==> config.mk <==
export PLATFORM = sky130hd
export DESIGN_NAME = pitx_top
export DESIGN_NICKNAME = d
export VERILOG_FILES = /design/src/pitx_pkg.sv /design/src/pitx_buf.sv /design/src/pitx_nib.sv /design/src/pitx_top.sv
export SDC_FILE = /design/constraint.sdc
export NUM_CORES = 1
export LEC_CHECK = 0
export ABC_AREA = 1
export BUFFER_PORTS_ARGS = -buffer_cell sky130_fd_sc_hd__buf_4
export CAP_MARGIN = 20
export CORE_MARGIN = 2
export CORE_UTILIZATION = 30
export CTS_BUF_LIST = sky130_fd_sc_hd__clkbuf_8
export DETAILED_ROUTE_END_ITERATION = 6
export SYNTH_ARGS = -nofsm -noshare
export SYNTH_HDL_FRONTEND = slang
export SYNTH_HIERARCHICAL = 1
export SYNTH_SLANG_ARGS = --single-unit
==> constraint.sdc <==
create_clock -name clk_i -period 2.6 [get_ports clk_i]
set_input_delay 0.26 -clock clk_i [delete_from_list [all_inputs] [get_ports clk_i]]
set_output_delay 0.26 -clock clk_i [all_outputs]
set_load 0.02 [all_outputs]
==> src/pitx_pkg.sv <==
// constants for the phase-2 identification message framer (10-bit mode)
// assumes a single 125 MHz clock and a classic wishbone register port
package pitx_pkg;
  // ****************
  // word format
  // ****************
  localparam int unsigned WORD_W    = 10;
  localparam logic [5:0]  ID_PFX    = 6'h20;
  localparam logic [5:0]  DAT_PFX   = 6'h21;
  localparam logic [4:0]  F_LAST    = 5'h1F;
  // ****************
  // fixed codes
  // ****************
  localparam logic [3:0]  REV_CODE  = 4'h4;
  localparam logic [7:0]  NBLK_CODE = 8'h20;
  localparam logic [7:0]  TYPE_CODE = 8'h01;
  localparam logic [3:0]  RNG_BASE  = 4'h7;
  // ****************
  // field indices
  // ****************
  localparam logic [4:0]  F_REV = 5'h00, F_NBH = 5'h01, F_NBL = 5'h02;
  localparam logic [4:0]  F_MFH = 5'h03, F_MFL = 5'h04, F_TYH = 5'h05;
  localparam logic [4:0]  F_TYL = 5'h06, F_AXS = 5'h07, F_RNG = 5'h08;
  localparam logic [4:0]  F_S2H = 5'h09, F_S2L = 5'h0A, F_PRH = 5'h0B;
  localparam logic [4:0]  F_PRL = 5'h0C, F_C6  = 5'h0D, F_JD0 = 5'h0E;
  localparam logic [4:0]  F_JD1 = 5'h0F, F_JD2 = 5'h10, F_JD3 = 5'h11;
  localparam logic [4:0]  F_SN  = 5'h12, F_SNE = 5'h19, F_OFL = 5'h1A;
  localparam logic [4:0]  F_OFM = 5'h1B, F_MIX = 5'h1C, F_STM = 5'h1D;
  localparam logic [4:0]  F_STH = 5'h1E;
  // ****************
  // register map
  // ****************
  localparam logic [7:0]  A_CTRL = 8'h00, A_STAT = 8'h04, A_CONF = 8'h08;
  localparam logic [7:0]  A_DCFG = 8'h0C, A_DATE = 8'h10, A_SER  = 8'h14;
  localparam logic [7:0]  A_RES  = 8'h18;
  localparam int unsigned C_START = 0, C_EXT = 1, C_ABORT = 2;
  localparam int unsigned S_BUSY = 0, S_DONE = 1, S_FLD = 8, S_REP = 16;
  localparam int unsigned K_POS = 0, AX_POS = 4, RG_POS = 6, MF_POS = 8;
  localparam int unsigned C1_POS = 0, C2_POS = 8, C6_POS = 16;
  localparam int unsigned JY_POS = 0, JM_POS = 8, JD_POS = 16;
  localparam int unsigned OF_POS = 0, ST_POS = 16, OR_POS = 28, SR_POS = 29;
  localparam logic [3:0]  K_RST = 4'h4;
  typedef enum logic {PITX_IDLE, PITX_RUN} pitx_state_t;
endpackage

==> src/pitx_buf.sv <==
// shift-register fifo: head entry is always slot zero, so data leaves a flop
// assumes source and sink share clk_i
`timescale 1ns/1ns
module pitx_buf #(
  parameter int unsigned W     = 10,
  parameter int unsigned DEPTH = 2
) (
  input  wire logic         clk_i,       // clock
  input  wire logic         rst_i,       // sync reset
  input  wire logic [W-1:0] in_data_i,   // word in
  input  wire logic         in_valid_i,  // word offered
  output wire logic         in_ready_o,  // room left
  output wire logic [W-1:0] out_data_o,  // head word
  output wire logic         out_valid_o, // head valid
  input  wire logic         out_ready_i  // sink takes head
);
  localparam int unsigned CW = $clog2(DEPTH + 1);
  typedef struct packed {
    logic [DEPTH-1:0][W-1:0] mem;
    logic [CW-1:0]           cnt;
    logic                    nemp;
  } pitx_buf_t;
  pitx_buf_t r, n;
  logic                    push, pop;
  logic [CW-1:0]           wr;
  logic [DEPTH-1:0][W-1:0] mem_nx;
  assign in_ready_o  = r.cnt != CW'(DEPTH);
  assign out_valid_o = r.nemp;
  assign out_data_o  = r.mem[0];
  assign pop  = r.nemp & out_ready_i;
  assign push = in_valid_i & in_ready_o;
  assign wr   = pop ? r.cnt - CW'(1) : r.cnt;
  // ****************
  // per-entry shift and fill
  // ****************
  for (genvar i = 0; i < DEPTH; i++) begin : g_ent
    always_comb begin
      mem_nx[i] = (pop && i < DEPTH - 1) ? r.mem[(i + 1) % DEPTH] : r.mem[i];
      if (push && wr == CW'(i)) begin
        mem_nx[i] = in_data_i;
      end
    end
  end
  always_comb begin
    n      = r;
    n.mem  = mem_nx;
    n.cnt  = r.cnt + CW'(push) - CW'(pop);
    n.nemp = n.cnt != '0;
  end
  always_ff @(posedge clk_i) begin
    if (rst_i) begin
      r <= '0;
    end else begin
      r <= n;
    end
  end
endmodule

==> src/pitx_nib.sv <==
// data nibble of each identification field; pure combinational map
// assumes its field and configuration inputs are registered by the caller; offset and self-test inputs come in raw
`timescale 1ns/1ns
module pitx_nib #(
  parameter logic [7:0] PROD_REV = 8'h00 // arbitrary factory value
) (
  input  wire logic [4:0]  field_i, // field index
  input  wire logic        ext_i,   // init_extended_enable
  input  wire logic        ordy_i,  // raw offset available
  input  wire logic        srdy_i,  // self-test value available
  input  wire logic [9:0]  off_i,   // raw offset
  input  wire logic [9:0]  st_i,    // averaged_selftest_value
  input  wire logic [7:0]  mfg_i,   // manufacturer id
  input  wire logic [1:0]  axis_i,  // axis direction
  input  wire logic [1:0]  rsel_i,  // range select
  input  wire logic [7:0]  cfg1_i,  // device_config_one
  input  wire logic [7:0]  cfg2_i,  // device_config_two
  input  wire logic [7:0]  cfg6_i,  // device_config_six
  input  wire logic [6:0]  jy_i,    // julian_year
  input  wire logic [3:0]  jm_i,    // julian_month
  input  wire logic [4:0]  jd_i,    // julian_day
  input  wire logic [31:0] ser_i,   // serial bytes 0..3, byte 0 low
  output logic      [3:0]  nib_o    // data nibble
);
  import pitx_pkg::*;
  logic [4:0] si;
  logic [7:0] sb;
  logic [9:0] og, sg;
  assign si = field_i - F_SN;
  assign sb = ser_i[8*si[2:1] +: 8];
  // offset and self-test only when extended and already measured
  assign og = (ext_i && ordy_i) ? off_i : '0;
  assign sg = (ext_i && srdy_i) ? st_i : '0;
  always_comb begin
    unique case (field_i)
      F_REV:   nib_o = REV_CODE;
      F_NBH:   nib_o = NBLK_CODE[7:4];
      F_NBL:   nib_o = NBLK_CODE[3:0];
      F_MFH:   nib_o = mfg_i[7:4];
      F_MFL:   nib_o = mfg_i[3:0];
      F_TYH:   nib_o = TYPE_CODE[7:4];
      F_TYL:   nib_o = TYPE_CODE[3:0];
      F_AXS:   nib_o = {axis_i, 2'h0};
      F_RNG:   nib_o = RNG_BASE + {2'h0, rsel_i};
      F_S2H:   nib_o = cfg2_i[7:4];
      F_S2L:   nib_o = cfg2_i[3:0];
      F_PRH:   nib_o = PROD_REV[7:4];
      F_PRL:   nib_o = PROD_REV[3:0];
      F_C6:    nib_o = cfg6_i[3:0];
      F_JD0:   nib_o = jy_i[6:3];
      F_JD1:   nib_o = {jy_i[2:0], jm_i[3]};
      F_JD2:   nib_o = {jm_i[2:0], jd_i[4]};
      F_JD3:   nib_o = jd_i[3:0];
      F_OFL:   nib_o = og[3:0];
      F_OFM:   nib_o = og[7:4];
      F_MIX:   nib_o = {sg[1:0], og[9:8]};
      F_STM:   nib_o = sg[5:2];
      F_STH:   nib_o = sg[9:6];
      F_LAST:  nib_o = ext_i ? cfg1_i[7:4] : '0;
      default: nib_o = si[0] ? sb[3:0] : sb[7:4];
    endcase
  end
endmodule

==> src/pitx_top.sv <==
// phase-2 identification message framer, 10-bit mode, wishbone controlled
// assumes the line transmitter drains tx words one per sync slot
//
// What this block does
// - each field goes out as its identifier word, then its data word
// - fields 1 to 32 in ascending order, each pair repeated k times, or once when k is zero
// - field 1 carries protocol revision code 0100
// - fields 2 and 3 carry block count 0010 0000, high nibble first
// - fields 6 and 7 carry sensor type 0000 0001
// - field 8 is the axis setting shifted left by two
// - field 9 is range code 0111, 1000, 1001 or 1010
// - fields 15 to 18 carry the julian date, year, month, day, msb first
// - fields 27 to 31 carry raw offset then self-test value, else zero
// - field 32 carries config one upper nibble when extended, else zero
// - offset and self-test go out only once their phases have finished
// - results not yet available are sent as zero nibbles
//
// Local design decisions: the placing of the registers and register access over Wishbone.
`timescale 1ns/1ns
module pitx_top
  import pitx_pkg::*;
#(
  parameter logic [7:0]  PROD_REV = 8'h00, // arbitrary factory value
  parameter int unsigned BUF_D    = 2      // output buffer depth
) (
  input  wire logic                        clk_i,            // 125 MHz
  input  wire logic                        rst_i,            // sync reset
  input  wire logic                        wb_cyc_i,         // bus cycle
  input  wire logic                        wb_stb_i,         // strobe
  input  wire logic                        wb_we_i,          // write
  input  wire logic [7:0]                  wb_adr_i,         // byte address
  input  wire logic [3:0]                  wb_sel_i,         // byte lanes
  input  wire logic [31:0]                 wb_dat_i,         // write data
  output wire logic [31:0]                 wb_dat_o,         // read data
  output wire logic                        wb_ack_o,         // ack
  input  wire logic [9:0]                  raw_offset_i,     // raw offset
  input  wire logic                        offset_ready_i,   // offset done
  input  wire logic [9:0]                  selftest_value_i, // avg self-test
  input  wire logic                        selftest_ready_i, // self-test done
  output wire logic [pitx_pkg::WORD_W-1:0] tx_data_o,        // message word
  output wire logic                        tx_valid_o,       // word valid
  input  wire logic                        tx_ready_i,       // word taken
  output wire logic                        busy_o            // sequence on
);
  import pitx_pkg::*;
  // ****************
  // state
  // ****************
  typedef struct packed {
    pitx_state_t st;
    logic [4:0]  field;
    logic [3:0]  rep;
    logic        ph;
    logic        ext;
    logic [3:0]  k;
    logic [1:0]  axis;
    logic [1:0]  rsel;
    logic [7:0]  mfg;
    logic [7:0]  cfg1;
    logic [7:0]  cfg2;
    logic [7:0]  cfg6;
    logic [6:0]  jy;
    logic [3:0]  jm;
    logic [4:0]  jd;
    logic [31:0] ser;
    logic        busy;
    logic        done;
    logic        ack;
    logic [31:0] rdat;
    logic [9:0]  lw;
    logic [4:0]  lf;
    logic        lwv;
  } pitx_regs_t;
  pitx_regs_t r, n;
  logic              req, wr, abort_w, push, in_rdy;
  logic [3:0]        nib;
  logic [9:0]        pw;
  logic [4:0]        rep1;
  logic [31:0]       conf_img, dcfg_img, date_img, stat_img, res_img;
  // byte-lane merge for writes
  function automatic logic [31:0] wmerge(input logic [31:0] o, input logic [31:0] d,
                                         input logic [3:0] s);
    logic [31:0] m;
    m = o;
    for (int b = 0; b < 4; b++) begin
      if (s[b]) begin
        m[8*b +: 8] = d[8*b +: 8];
      end
    end
    return m;
  endfunction
  // ****************
  // register images
  // ****************
  always_comb begin
    conf_img = '0;
    conf_img[K_POS +: 4]  = r.k;
    conf_img[AX_POS +: 2] = r.axis;
    conf_img[RG_POS +: 2] = r.rsel;
    conf_img[MF_POS +: 8] = r.mfg;
    dcfg_img = '0;
    dcfg_img[C1_POS +: 8] = r.cfg1;
    dcfg_img[C2_POS +: 8] = r.cfg2;
    dcfg_img[C6_POS +: 8] = r.cfg6;
    date_img = '0;
    date_img[JY_POS +: 7] = r.jy;
    date_img[JM_POS +: 4] = r.jm;
    date_img[JD_POS +: 5] = r.jd;
    stat_img = '0;
    stat_img[S_BUSY]      = r.busy;
    stat_img[S_DONE]      = r.done;
    stat_img[S_FLD +: 5]  = r.field;
    stat_img[S_REP +: 4]  = r.rep;
    res_img = '0;
    res_img[OF_POS +: 10] = raw_offset_i;
    res_img[ST_POS +: 10] = selftest_value_i;
    res_img[OR_POS]       = offset_ready_i;
    res_img[SR_POS]       = selftest_ready_i;
  end
  // ****************
  // bus decode
  // ****************
  // ack is registered, so a request is answered in the following cycle
  assign req     = wb_cyc_i & wb_stb_i & ~r.ack;
  assign wr      = req & wb_we_i;
  assign abort_w = wr && wb_adr_i == A_CTRL && wb_sel_i[0] && wb_dat_i[C_ABORT];
  // ****************
  // word source
  // ****************
  pitx_nib #(
    .PROD_REV (PROD_REV)
  ) u_nib (
    .field_i (r.field),
    .ext_i   (r.ext),
    .ordy_i  (offset_ready_i),
    .srdy_i  (selftest_ready_i),
    .off_i   (raw_offset_i),
    .st_i    (selftest_value_i),
    .mfg_i   (r.mfg),
    .axis_i  (r.axis),
    .rsel_i  (r.rsel),
    .cfg1_i  (r.cfg1),
    .cfg2_i  (r.cfg2),
    .cfg6_i  (r.cfg6),
    .jy_i    (r.jy),
    .jm_i    (r.jm),
    .jd_i    (r.jd),
    .ser_i   (r.ser),
    .nib_o   (nib)
  );
  // identifier carries the low four bits of the field index
  assign pw   = r.ph ? {DAT_PFX, nib} : {ID_PFX, r.field[3:0]};
  assign push = r.st == PITX_RUN && !abort_w && in_rdy;
  assign rep1 = {1'b0, r.rep} + 5'h01;
  // a stalled transmitter holds the sequencer, no word is dropped
  pitx_buf #(
    .W     (WORD_W),
    .DEPTH (BUF_D)
  ) u_buf (
    .clk_i       (clk_i),
    .rst_i       (rst_i),
    .in_data_i   (pw),
    .in_valid_i  (r.st == PITX_RUN && !abort_w),
    .in_ready_o  (in_rdy),
    .out_data_o  (tx_data_o),
    .out_valid_o (tx_valid_o),
    .out_ready_i (tx_ready_i)
  );
  // ****************
  // next state
  // ****************
  always_comb begin
    logic        start, dclr, dset;
    logic [31:0] m;
    start = 1'b0;
    dclr  = 1'b0;
    dset  = 1'b0;
    m     = '0;
    n     = r;
    n.ack = req;
    if (req) begin
      unique case (wb_adr_i)
        A_CTRL:  n.rdat = {30'h0, r.ext, 1'b0};
        A_STAT:  n.rdat = stat_img;
        A_CONF:  n.rdat = conf_img;
        A_DCFG:  n.rdat = dcfg_img;
        A_DATE:  n.rdat = date_img;
        A_SER:   n.rdat = r.ser;
        A_RES:   n.rdat = res_img;
        default: n.rdat = '0;
      endcase
    end
    if (wr) begin
      unique case (wb_adr_i)
        A_CTRL: begin
          if (wb_sel_i[0]) begin
            start = wb_dat_i[C_START];
            n.ext = wb_dat_i[C_EXT];
          end
        end
        A_STAT: begin
          dclr = wb_sel_i[0] && wb_dat_i[S_DONE];
        end
        A_CONF: begin
          m      = wmerge(conf_img, wb_dat_i, wb_sel_i);
          n.k    = m[K_POS +: 4];
          n.axis = m[AX_POS +: 2];
          n.rsel = m[RG_POS +: 2];
          n.mfg  = m[MF_POS +: 8];
        end
        A_DCFG: begin
          m      = wmerge(dcfg_img, wb_dat_i, wb_sel_i);
          n.cfg1 = m[C1_POS +: 8];
          n.cfg2 = m[C2_POS +: 8];
          n.cfg6 = m[C6_POS +: 8];
        end
        A_DATE: begin
          m    = wmerge(date_img, wb_dat_i, wb_sel_i);
          n.jy = m[JY_POS +: 7];
          n.jm = m[JM_POS +: 4];
          n.jd = m[JD_POS +: 5];
        end
        A_SER: begin
          n.ser = wmerge(r.ser, wb_dat_i, wb_sel_i);
        end
        default: begin
        end
      endcase
    end
    unique case (r.st)
      PITX_IDLE: begin
        if (start) begin
          n.st    = PITX_RUN;
          n.busy  = 1'b1;
          n.field = '0;
          n.rep   = '0;
          n.ph    = 1'b0;
          n.lwv   = 1'b0;
        end
      end
      PITX_RUN: begin
        if (abort_w) begin
          n.st   = PITX_IDLE;
          n.busy = 1'b0;
        end else if (push) begin
          n.lw  = pw;
          n.lf  = r.field;
          n.lwv = 1'b1;
          n.ph  = ~r.ph;
          if (r.ph) begin
            // k of zero is taken as one pass
            if (rep1 >= {1'b0, r.k}) begin
              n.rep = '0;
              if (r.field == F_LAST) begin
                n.st   = PITX_IDLE;
                n.busy = 1'b0;
                dset   = 1'b1;
              end else begin
                n.field = r.field + 5'h01;
              end
            end else begin
              n.rep = rep1[3:0];
            end
          end
        end
      end
    endcase
    // completion beats a clear in the same cycle
    n.done = (r.done & ~dclr) | dset;
  end
  always_ff @(posedge clk_i) begin
    if (rst_i) begin
      r   <= '0;
      r.k <= K_RST;
    end else begin
      r <= n;
    end
  end
  assign wb_ack_o = r.ack;
  assign wb_dat_o = r.rdat;
  assign busy_o   = r.busy;
endmodule

==> flow_summary.yaml, run 1 <==
cts:
  cts.repair_timing.setup_buffer_count: 0
  cts_sinks: 158
  cts-root-buf: "clkbuf_8"
  insertion_delay_ps: 470
  clockBufferDepth: 2
  clk_pin_slew_ps: 100
  htreeDepth: 4
  cts_inserted_buffers: 17
  cts_tree: "done"
placed_design:
  io_buffer_count: 116
  place.gp.congestion: 0.9746
  dp_hpwl_um: 24620
route:
  totalWireLength_um: 32230
  wire_per_inst_um: 17.72
  drt_iter0_drc: 798
  via_per_inst: 5.078
  first_pass_iters: 5
  ant_nets: 0
  drc_errors: 0
  dr_total_vias: 9236
worst_setup_path:
  crit_fanout: 9
  reg2reg_to: "r[146]"
  worstSetupStartpointType: "flop"
  end_kind: "flop"
  r2r-start: "r[141]"
  cp.required_ps: 2980
  crit_slowest_cell: "dfxtp_1"
  crit_path_frequent_cell: "nor2_1"
  slowest_delay_ps: 460
  cp.arrival_ps: 2710
  path_buf_inv: 0
  cp_cell_sequence: "ha_1 -> xor2_1 -> ha_1 -> nand2_1 -> nand2_1 -> nand3_1 -> nand4_4 -> nand2_1 -> nor2_1 -> nor2_1 -> nor2_1 -> nor2_1"
  crit_family: "simple AND/OR/NAND/NOR gates"
  rr_worst_depth: 12
  crit_type: "flop to flop"
  r2r_slack_ps: 270
global_routing:
  grt_pass1_wl_um: 49220
  grt_max_degree: 71
  first_global_vias: 8557
  grt.overflow.total: 0
  antenna_found_initial: 0
  track_usage_pct: 20.52
synthesis:
  synth_area_per_cell_um2: 6.678
  synth_cell_types: 38
  synth_seq_cells: 158
  synthXorXnorAreaFrac_pct: 0.5816
  synth_edf_count: 0
  netlist_area_um2: 9035
  synthCells: 1353
  async_flop_share_pct: 0
  synth_adder_area_share_pct: 1.385
  synth-simple-area-share_pct: 35.88
  synth_compound_area_share_pct: 14.19
  synth_top_family_by_area: "simple AND/OR/NAND/NOR gates"
  synthMuxAreaShare_pct: 0
  synth_sequential_area_ratio_pct: 35.01
  yosys_warnings: 6
  ys.flop_type: "dfxtp_1"
sta:
  hold_viol_final: 0
  max_clock_freq_mhz: 429.8
  period_needed_ps: 2327
  final-setup-viol-count: 0
  fin_skew_ps: 19.23
  totalNegativeSetupSlack_ps: 0
  worstMarginPinSlew_ps: 755.4
  finalCritPeriodShare_pct: 89.49
  rsz0062_at_grt: "no"
  finalMaxSlewViolations: 0
  slew_headroom_pct: 49.46
final_layout:
  drive_gt1_share_pct: 16.52
  final_nets: 1498
  n_antenna_cell: 0
  syn2layout_area_growth_pct: 14.32
  mostFrequentLayoutCell: "nand2_1"
  fillerInstances: 3276
  layout_common_cells: "288 x nand2_1, 159 x nand3_1, 158 x dfxtp_1"
worst_hold_path:
  hold_path_depth: 3
  min_from: "wb_dat_i[30]"
  worstHoldEndpoint: "r[81]"
  hold_class: "primary input to flop"
pwr:
  comb_power_share_pct: 5.7
  switching_share_pct: 26.89
  power_frac_seq_pct: 53.6
  ir_drop_uv: 276.9
  cellLeakagePower_nw: 4.372
  power.internal_mw: 3.303
  total_power_mw: 4.517
  powerDensity_nw_per_um2: 437.4
  power.switching_mw: 1.215
  clkPwrFrac_pct: 40.7
job:
  drv_cap: 0
floorplanning:
  coreArea_um2: 29640
  initial_core_util_pct: 30.48
  die_height_um: 177.5
  die_w_um: 177.5
  ios: 117
  die_area_um2: 31520
  rows: 63
run_status:
  outcome: "finished clean"
-- worst register-to-register path: stages (launching register included) --
cell	delay, ps
dfxtp_1	460
ha_1	230
xor2_1	190
ha_1	280
nand2_1	70
nand2_1	50
nand3_1	120
nand4_4	190
nand2_1	150
nor2_1	60
nor2_1	210
nor2_1	80
nor2_1	160
-- Yosys cell counts, drive strengths merged (3+ instances only) --
master	count	share of area (%)
a31oi	3	0.21
nor3	32	2.0
ha	10	1.4
nand3	164	9.4
clkbuf	28	1.2
xnor2	4	0.39
inv	114	4.8
dfxtp	158	35
nand2	299	13
o21ai	122	6.8
o211ai	5	0.42
nand4	36	2.7
a21oi	112	6.2
buf	78	6.6
o22ai	4	0.28
nor2	174	8.9
-- routing by layer --
| metal | track usage (%) | vias to the layer above | share of wire (%) |
|---|---|---|---|
| li1 | - | 4544 | - |
| met2 | 32.70 | 344 | 46 |
| met4 | 7.616 | 0 | 3.2 |
| met3 | 3.920 | 55 | 7.2 |
| met5 | 0 | - | 0 |
| met1 | 27.42 | 4293 | 44 |
-- timing repair --
| action | CTS | global route |
|---|---|---|
| hold buffers | 1 | 0 |
| endpoints found under the hold margin | 1 | 0 |
| endpoints found under the setup margin | 0 | 0 |
| gates resized for setup | 0 | 0 |
-- cells by family (layout without fill, tap and decap cells) --
logic type | Yosys count | in the layout
AND/OR/NAND/NOR | 705 | 705
AO/OA/AOI/OAI | 249 | 249
buffers and inverters | 223 | 291
flip-flops | 158 | 158
adder cells (fa/ha/maj) | 10 | 10
XOR/XNOR | 6 | 6
other | 2 | 10
-- registers in the layout, indices dropped and copies added (netlist names) --
| name | flops |
|---|---|
| date_img | 16 |
| wb_dat_o | 32 |
| u_buf/out_valid_o | 1 |
| dcfg_img | 24 |
| r | 45 |
| u_buf/out_data_o | 10 |
| u_buf/r | 12 |
| busy_o | 1 |
| wb_ack_o | 1 |
| conf_img | 16 |
-- power by group through the flow --
stage	clock (mW)	sequential (mW)	combinational (mW)
3_3_place_gp	0	2.48	0.257
5_1_grt	1.97	2.42	0.280
4_1_cts	1.87	2.42	0.258
6_report	1.84	2.42	0.260
2_1_floorplan	0	2.48	0.0991
3_5_place_dp	0	2.48	0.257
-- metrics by stage --
stage                     utilization [%]  cells  area (um2)  setup slack, ps  hold WS [ps]
after floorplan                         -   1361        9065            643.2         329.1
after detailed placement            33.51   1786        9932            253.8         453.1
after CTS                           34.85   1819       10330            264.2         2.859
after global routing                34.85   1819       10330            9.393         6.775
final                               34.85   1819       10330            273.4         13.56
after global placement              33.51   1786        9932            285.2         448.5
-- cell type report --
type / count / area (um2) / area share, %
clock buffer: 17 / 234.0 / 2.265
clock inverter: 15 / 152.6 / 1.478
inverter: 117 / 457.9 / 4.434
multi-input combinational: 980 / 4740 / 45.89
sequential: 158 / 3163 / 30.62
tap: 390 / 488.0 / 4.724
timing repair buffer: 142 / 1094 / 10.59
-- worst max path at each step --
stage          cells past startpoint         from                end  slack [ps]
2_1_floorplan                     14     wb_ack_o  u_buf/out_valid_o         640
4_1_cts                           12       r[141]             r[146]         260
5_1_grt                           12       r[141]             r[146]           9
6_report                          12       r[141]             r[146]         270
3_3_place_gp                      15  wb_adr_i[1]  u_buf/out_valid_o         290
3_5_place_dp                      15  wb_adr_i[1]  u_buf/out_valid_o         250
No activity file was read; power rests on OpenSTA's default activity.
==> run 2, diff against run 1 <==
- SETUP_SLACK_MARGIN: default -> 0.15
- clock period: 2.6 -> 3 ns (I/O delays scaled with it)
==> run 2 against run 1 <==
  * Utilization shrank 0.24 points
  * Count of clock-buffer cells in the layout unchanged
  * Sequential cell count stayed put
  * Global-route usage grew 0.18 points
  * Critical path type unchanged
  * Critical path depth rose by 1
  * First-iteration DRC count rose by 3.1%
  * Combinational power is 15% lower
  * Largest power group unchanged
  * Highest routed layer unchanged
  * Routed wire length is 1.3% higher
==> flow_summary.yaml, run 2 (synthesized netlist as in run 1, its figures left out) <==
worst_setup_path:
  path_buf_inv: 1
  cp.required_ps: 3400
  r2r_slack_ps: 630
  crit_fanout: 11
  r2r-start: "r[146]"
  crit_family: "simple AND/OR/NAND/NOR gates"
  rr_worst_depth: 13
  crit_type: "flop to flop"
  cp_cell_sequence: "nor2_1 -> nand3_1 -> nor2_1 -> nor2_1 -> nand2_1 -> nor2_1 -> nand3_1 -> nand2_1 -> o21ai_0 -> inv_1 -> nand4_1 -> nand2_1 -> a21oi_1"
  reg2reg_to: "u_buf/out_data_o[2]"
  crit_slowest_cell: "nor2_1"
  end_kind: "flop"
  cp.arrival_ps: 2770
  worstSetupStartpointType: "flop"
  slowest_delay_ps: 670
  crit_path_frequent_cell: "nor2_1"
route:
  via_per_inst: 5.108
  drc_errors: 0
  dr_total_vias: 9246
  totalWireLength_um: 32640
  ant_nets: 0
  wl_met2_um: 15120
  highest_layer: "met4"
  drt_iter0_drc: 823
  wire_per_inst_um: 18.03
  dr_wl_met3_um: 1954
  first_pass_iters: 7
  drt-met1-wl_um: 14490
floorplanning:
  coreArea_um2: 29640
  ios: 117
  die_area_um2: 31520
  rows: 63
  initial_core_util_pct: 30.48
  die_w_um: 177.5
  die_height_um: 177.5
sta:
  finalMaxSlewViolations: 0
  fin_skew_ps: 23.15
  period_needed_ps: 2369
  finalCritPeriodShare_pct: 78.95
  worstMarginPinSlew_ps: 934.9
  hold_viol_final: 0
  slew_headroom_pct: 37.29
  rsz0062_at_grt: "no"
  totalNegativeSetupSlack_ps: 0
  final-setup-viol-count: 0
  max_clock_freq_mhz: 422.2
  fin_ws_ps: 631.4
cts:
  cts-root-buf: "clkbuf_8"
  ctsHoldBuffers: 0
  htreeDepth: 4
  clockBufferDepth: 2
  cts_sinks: 158
  cts_tree: "done"
  insertion_delay_ps: 470
  clk_pin_slew_ps: 100
  cts_resized: 0
  cts.repair_timing.setup_buffer_count: 0
  cts_inserted_buffers: 17
placed_design:
  pre_cts_ws_ps: 628.0
  dp_hpwl_um: 24720
  io_buffer_count: 116
  place.gp.congestion: 1.038
global_routing:
  grt_max_degree: 94
  grt_pass1_wl_um: 49510
  first_global_vias: 8506
  grt.overflow.total: 0
  track_usage_pct: 20.70
  antenna_found_initial: 0
worst_hold_path:
  hold_path_depth: 3
  hold_class: "primary input to flop"
  min_from: "wb_dat_i[30]"
  worstHoldEndpoint: "r[81]"
final_layout:
  final_nets: 1489
  fillerInstances: 3316
  mostFrequentLayoutCell: "nand2_1"
  final_util_pct: 34.60
  largest_reg_flops: 45
  syn2layout_area_growth_pct: 13.52
  register_area_um2: 3163
  layout_common_cells: "288 x nand2_1, 159 x nand3_1, 158 x dfxtp_1"
  multiInputGateArea_um2: 4740
  largest_register: "r"
  drive_gt1_share_pct: 16.06
  n_antenna_cell: 0
pwr:
  cellLeakagePower_nw: 4.333
  total_power_mw: 3.981
  ir_drop_uv: 183.6
  powerDensity_nw_per_um2: 388.2
run_status:
  outcome: "finished clean"
job:
  drv_cap: 0
-- run 2: cell count changes in the layout (fill, tap and decap cells not counted) --
cell | before | now
bufinv_16 | 1 | 2
buf_4 | 139 | 132
buf_12 | 2 | 1
clkinv_2 | 0 | 1
inv_6 | 6 | 5
dlygate4sd3_1 | 1 | 0
clkinv_8 | 1 | 0
-- run 2: cell type report --
type | instances | area share [%]
clock inverters | 15 | 1.586
clock buffers | 17 | 2.281
inverters | 117 | 4.465
repair buffers | 133 | 9.857
well taps | 390 | 4.758
flip-flops and latches | 158 | 30.84
multi-input cells | 980 | 46.21
-- run 2: worst max path at each step --
stage | from | end | depth (start not counted)
2_1_floorplan | wb_ack_o | u_buf/out_valid_o | 14
3_3_place_gp | wb_adr_i[1] | u_buf/out_valid_o | 15
3_5_place_dp | wb_adr_i[7] | u_buf/out_valid_o | 15
4_1_cts | r[146] | u_buf/out_data_o[2] | 13
5_1_grt | r[146] | u_buf/out_data_o[2] | 13
6_report | r[146] | u_buf/out_data_o[2] | 13
-- run 2: per-stage QoR --
step,instances,area [um2],hold slack (ps)
floorplan,1361,9065,369.1
global placement,1778,9859,449.1
detailed placement,1778,9859,452.7
CTS,1810,10260,41.23
global route,1810,10260,44.66
finish,1810,10260,58.31
-- run 2: report_power, final --
group | switching [mW] | internal, mW | total, mW
Sequential | 0.00130 | 2.10 | 2.10
Combinational | 0.139 | 0.0830 | 0.222
Clock | 0.907 | 0.754 | 1.66
Total | 1.05 | 2.93 | 3.98
-- run 2: routing by layer --
layer | GRT usage (%) | vias up
met5 | 0 | -
li1 | - | 4535
met2 | 33.16 | 314
met3 | 3.856 | 56
met4 | 7.650 | 0
met1 | 27.60 | 4341
-- run 2: worst reg2reg max path, stage by stage (launching register included) --
cell and delay, ps:
dfxtp_1 470, nor2_1 670, nand3_1 230, nor2_1 140, nor2_1 60, nand2_1 60
nor2_1 50, nand3_1 110, nand2_1 60, o21ai_0 130, inv_1 70, nand4_1 90
nand2_1 70, a21oi_1 110
==> run 3, diff against run 2 <==
- clock period: 3 -> 2.1 ns (I/O delays scaled with it)
==> run 3 against run 2 <==
  * Routed wire length is 4.2% higher
  * Fmax increased by 17%
  * Clock power is 46% higher
  * Sequential share of layout area decreased by 3.6 points
==> flow_summary.yaml, run 3 (synthesized netlist as in run 1, its figures left out) <==
final_layout:
  layout.cells.non_filler: 1916
  largest_register: "r"
  register_area_um2: 3194
  fillerInstances: 3226
  final_nets: 1595
  multiInputGateArea_um2: 5121
  drive_gt1_share_pct: 25.56
  largest_reg_flops: 45
  mostFrequentLayoutCell: "nand2_1"
  layout_common_cells: "272 x nand2_1, 195 x buf_4, 149 x dfxtp_1"
  n_antenna_cell: 0
  final_util_pct: 39.51
  design_area_um2: 11710
  syn2layout_area_growth_pct: 29.59
cts:
  clk_pin_slew_ps: 90
  insertion_delay_ps: 480
  cts_sinks: 158
  cts_inserted_buffers: 17
  cts_tree: "done"
  cts-root-buf: "clkbuf_8"
  clockBufferDepth: 2
  htreeDepth: 4
sta:
  finalHoldWorstSlack_ps: 21.09
  rsz0062_at_grt: "yes"
  final-setup-viol-count: 0
  fin_ws_ps: 74.21
  period_needed_ps: 2026
  hold_viol_final: 0
  finalMaxSlewViolations: 0
  finalCritPeriodShare_pct: 96.47
  fin_skew_ps: 14.98
  max_clock_freq_mhz: 493.6
  totalNegativeSetupSlack_ps: 0
route:
  dr_total_vias: 9734
  drt_iter0_drc: 918
  wire_per_inst_um: 17.74
  drc_errors: 0
  ant_nets: 0
  via_per_inst: 5.080
  first_pass_iters: 6
  totalWireLength_um: 34000
worst_setup_path:
  worstSetupStartpointType: "flop"
  r2r_slack_ps: 70
  crit_fanout: 4
  crit_slowest_cell: "dfxtp_4"
  crit_type: "flop to flop"
  r2r-start: "r[142]"
  crit_family: "simple AND/OR/NAND/NOR gates"
  path_buf_inv: 2
  end_kind: "flop"
  cp.arrival_ps: 2390
  rr_worst_depth: 13
  cp.required_ps: 2470
  crit_start: "r[142]"
  cp_cell_sequence: "ha_4 -> xor2_2 -> ha_1 -> nand2_1 -> inv_1 -> nand4_1 -> nand4_4 -> nand2_2 -> nor2_2 -> nor2_2 -> buf_4 -> nor2_1 -> nor2_1"
  reg2reg_to: "r[146]"
  slowest_delay_ps: 380
worst_hold_path:
  worstHoldEndpoint: "dcfg_img[15]"
  min_from: "wb_dat_i[15]"
  hold_class: "primary input to flop"
  hold_path_depth: 3
run_status:
  outcome: "finished clean"
floorplanning:
  die_w_um: 177.5
  coreArea_um2: 29640
  initial_core_util_pct: 30.48
  rows: 63
  die_area_um2: 31520
  die_height_um: 177.5
  ios: 117
global_routing:
  antenna_found_initial: 0
  grt_pass1_wl_um: 51450
  track_usage_pct: 21.42
  grt.busiest_layer: "met2"
  grt.overflow.total: 0
  grtUsageMet3_pct: 3.728
  use_met2_pct: 35.80
  first_global_vias: 9072
  grt_max_degree: 94
  grt.met1_usage_pct: 27.92
placed_design:
  io_buffer_count: 116
  dpl.cell_count: 1843
  dp_hpwl_um: 25530
  pre_cts_ws_ps: -78.26
  place.gp.congestion: 1.001
  placed_area_um2: 10410
pwr:
  cellLeakagePower_nw: 4.925
  powerDensity_nw_per_um2: 494.3
  total_power_mw: 5.788
  ir_drop_uv: 279.5
job:
  drv_cap: 0
## run 3: cell types whose count changed in the layout (fill, tap and decap cells not counted), moves of 7 or more
cell	before	now
buf_12	1	8
buf_4	132	195
buf_6	0	8
dfxtp_1	158	149
dfxtp_4	0	8
dlygate4sd3_1	0	23
nand2_1	288	272
nand2_2	8	21
nand3_1	159	145
nand3_2	5	19
nor2_1	148	129
nor2_2	11	20
nor2_4	14	26
o21ai_0	110	103
## run 3: cell type report
class	instances	share of cell area, %
Sequential cell	158	27.28
Clock buffer	17	1.998
Timing Repair Buffer	237	17.31
Tap cell	390	4.168
Clock inverter	15	1.496
Inverter	117	4.007
Multi-Input combinational cell	982	43.74
## run 3: worst max path at each step
stage / to / slack, ps / depth (start not counted)
3_5_place_dp: u_buf/out_data_o[2] / -80 / 14
2_1_floorplan: u_buf/out_valid_o / 150 / 13
6_report: r[146] / 70 / 13
5_1_grt: r[145] / -20 / 13
4_1_cts: r[145] / 70 / 12
3_3_place_gp: u_buf/out_data_o[2] / -140 / 14
## run 3: worst min-delay path, cell delays in order
cell and delay, ps:
buf_4 70, inv_1 60, a21oi_1 110
## run 3: power by group
part           internal [mW]  leakage (nW)  total (mW)  switching (mW)
Clock                   1.10         0.209        2.43            1.33
Sequential              2.99          1.28        2.99         0.00210
Combinational          0.160          3.44       0.371           0.212
## run 3: repair_timing
| item | in CTS | in global routing |
|---|---|---|
| setup endpoints to repair | 22 | 74 |
| pin swaps | 15 | 46 |
| setup buffers | 7 | 6 |
| hold endpoints to repair | 34 | 0 |
| gates resized for setup | 43 | 89 |
| hold buffers | 23 | 0 |
| cloned | 2 | 3 |
## run 3: layer usage
layer	routed length (um)	part of all wire, %	up-vias
met5	0	0	-
met4	836	2.5	0
met3	2086	6.1	45
met2	16390	48	317
met1	14680	43	4631
li1	-	-	4741
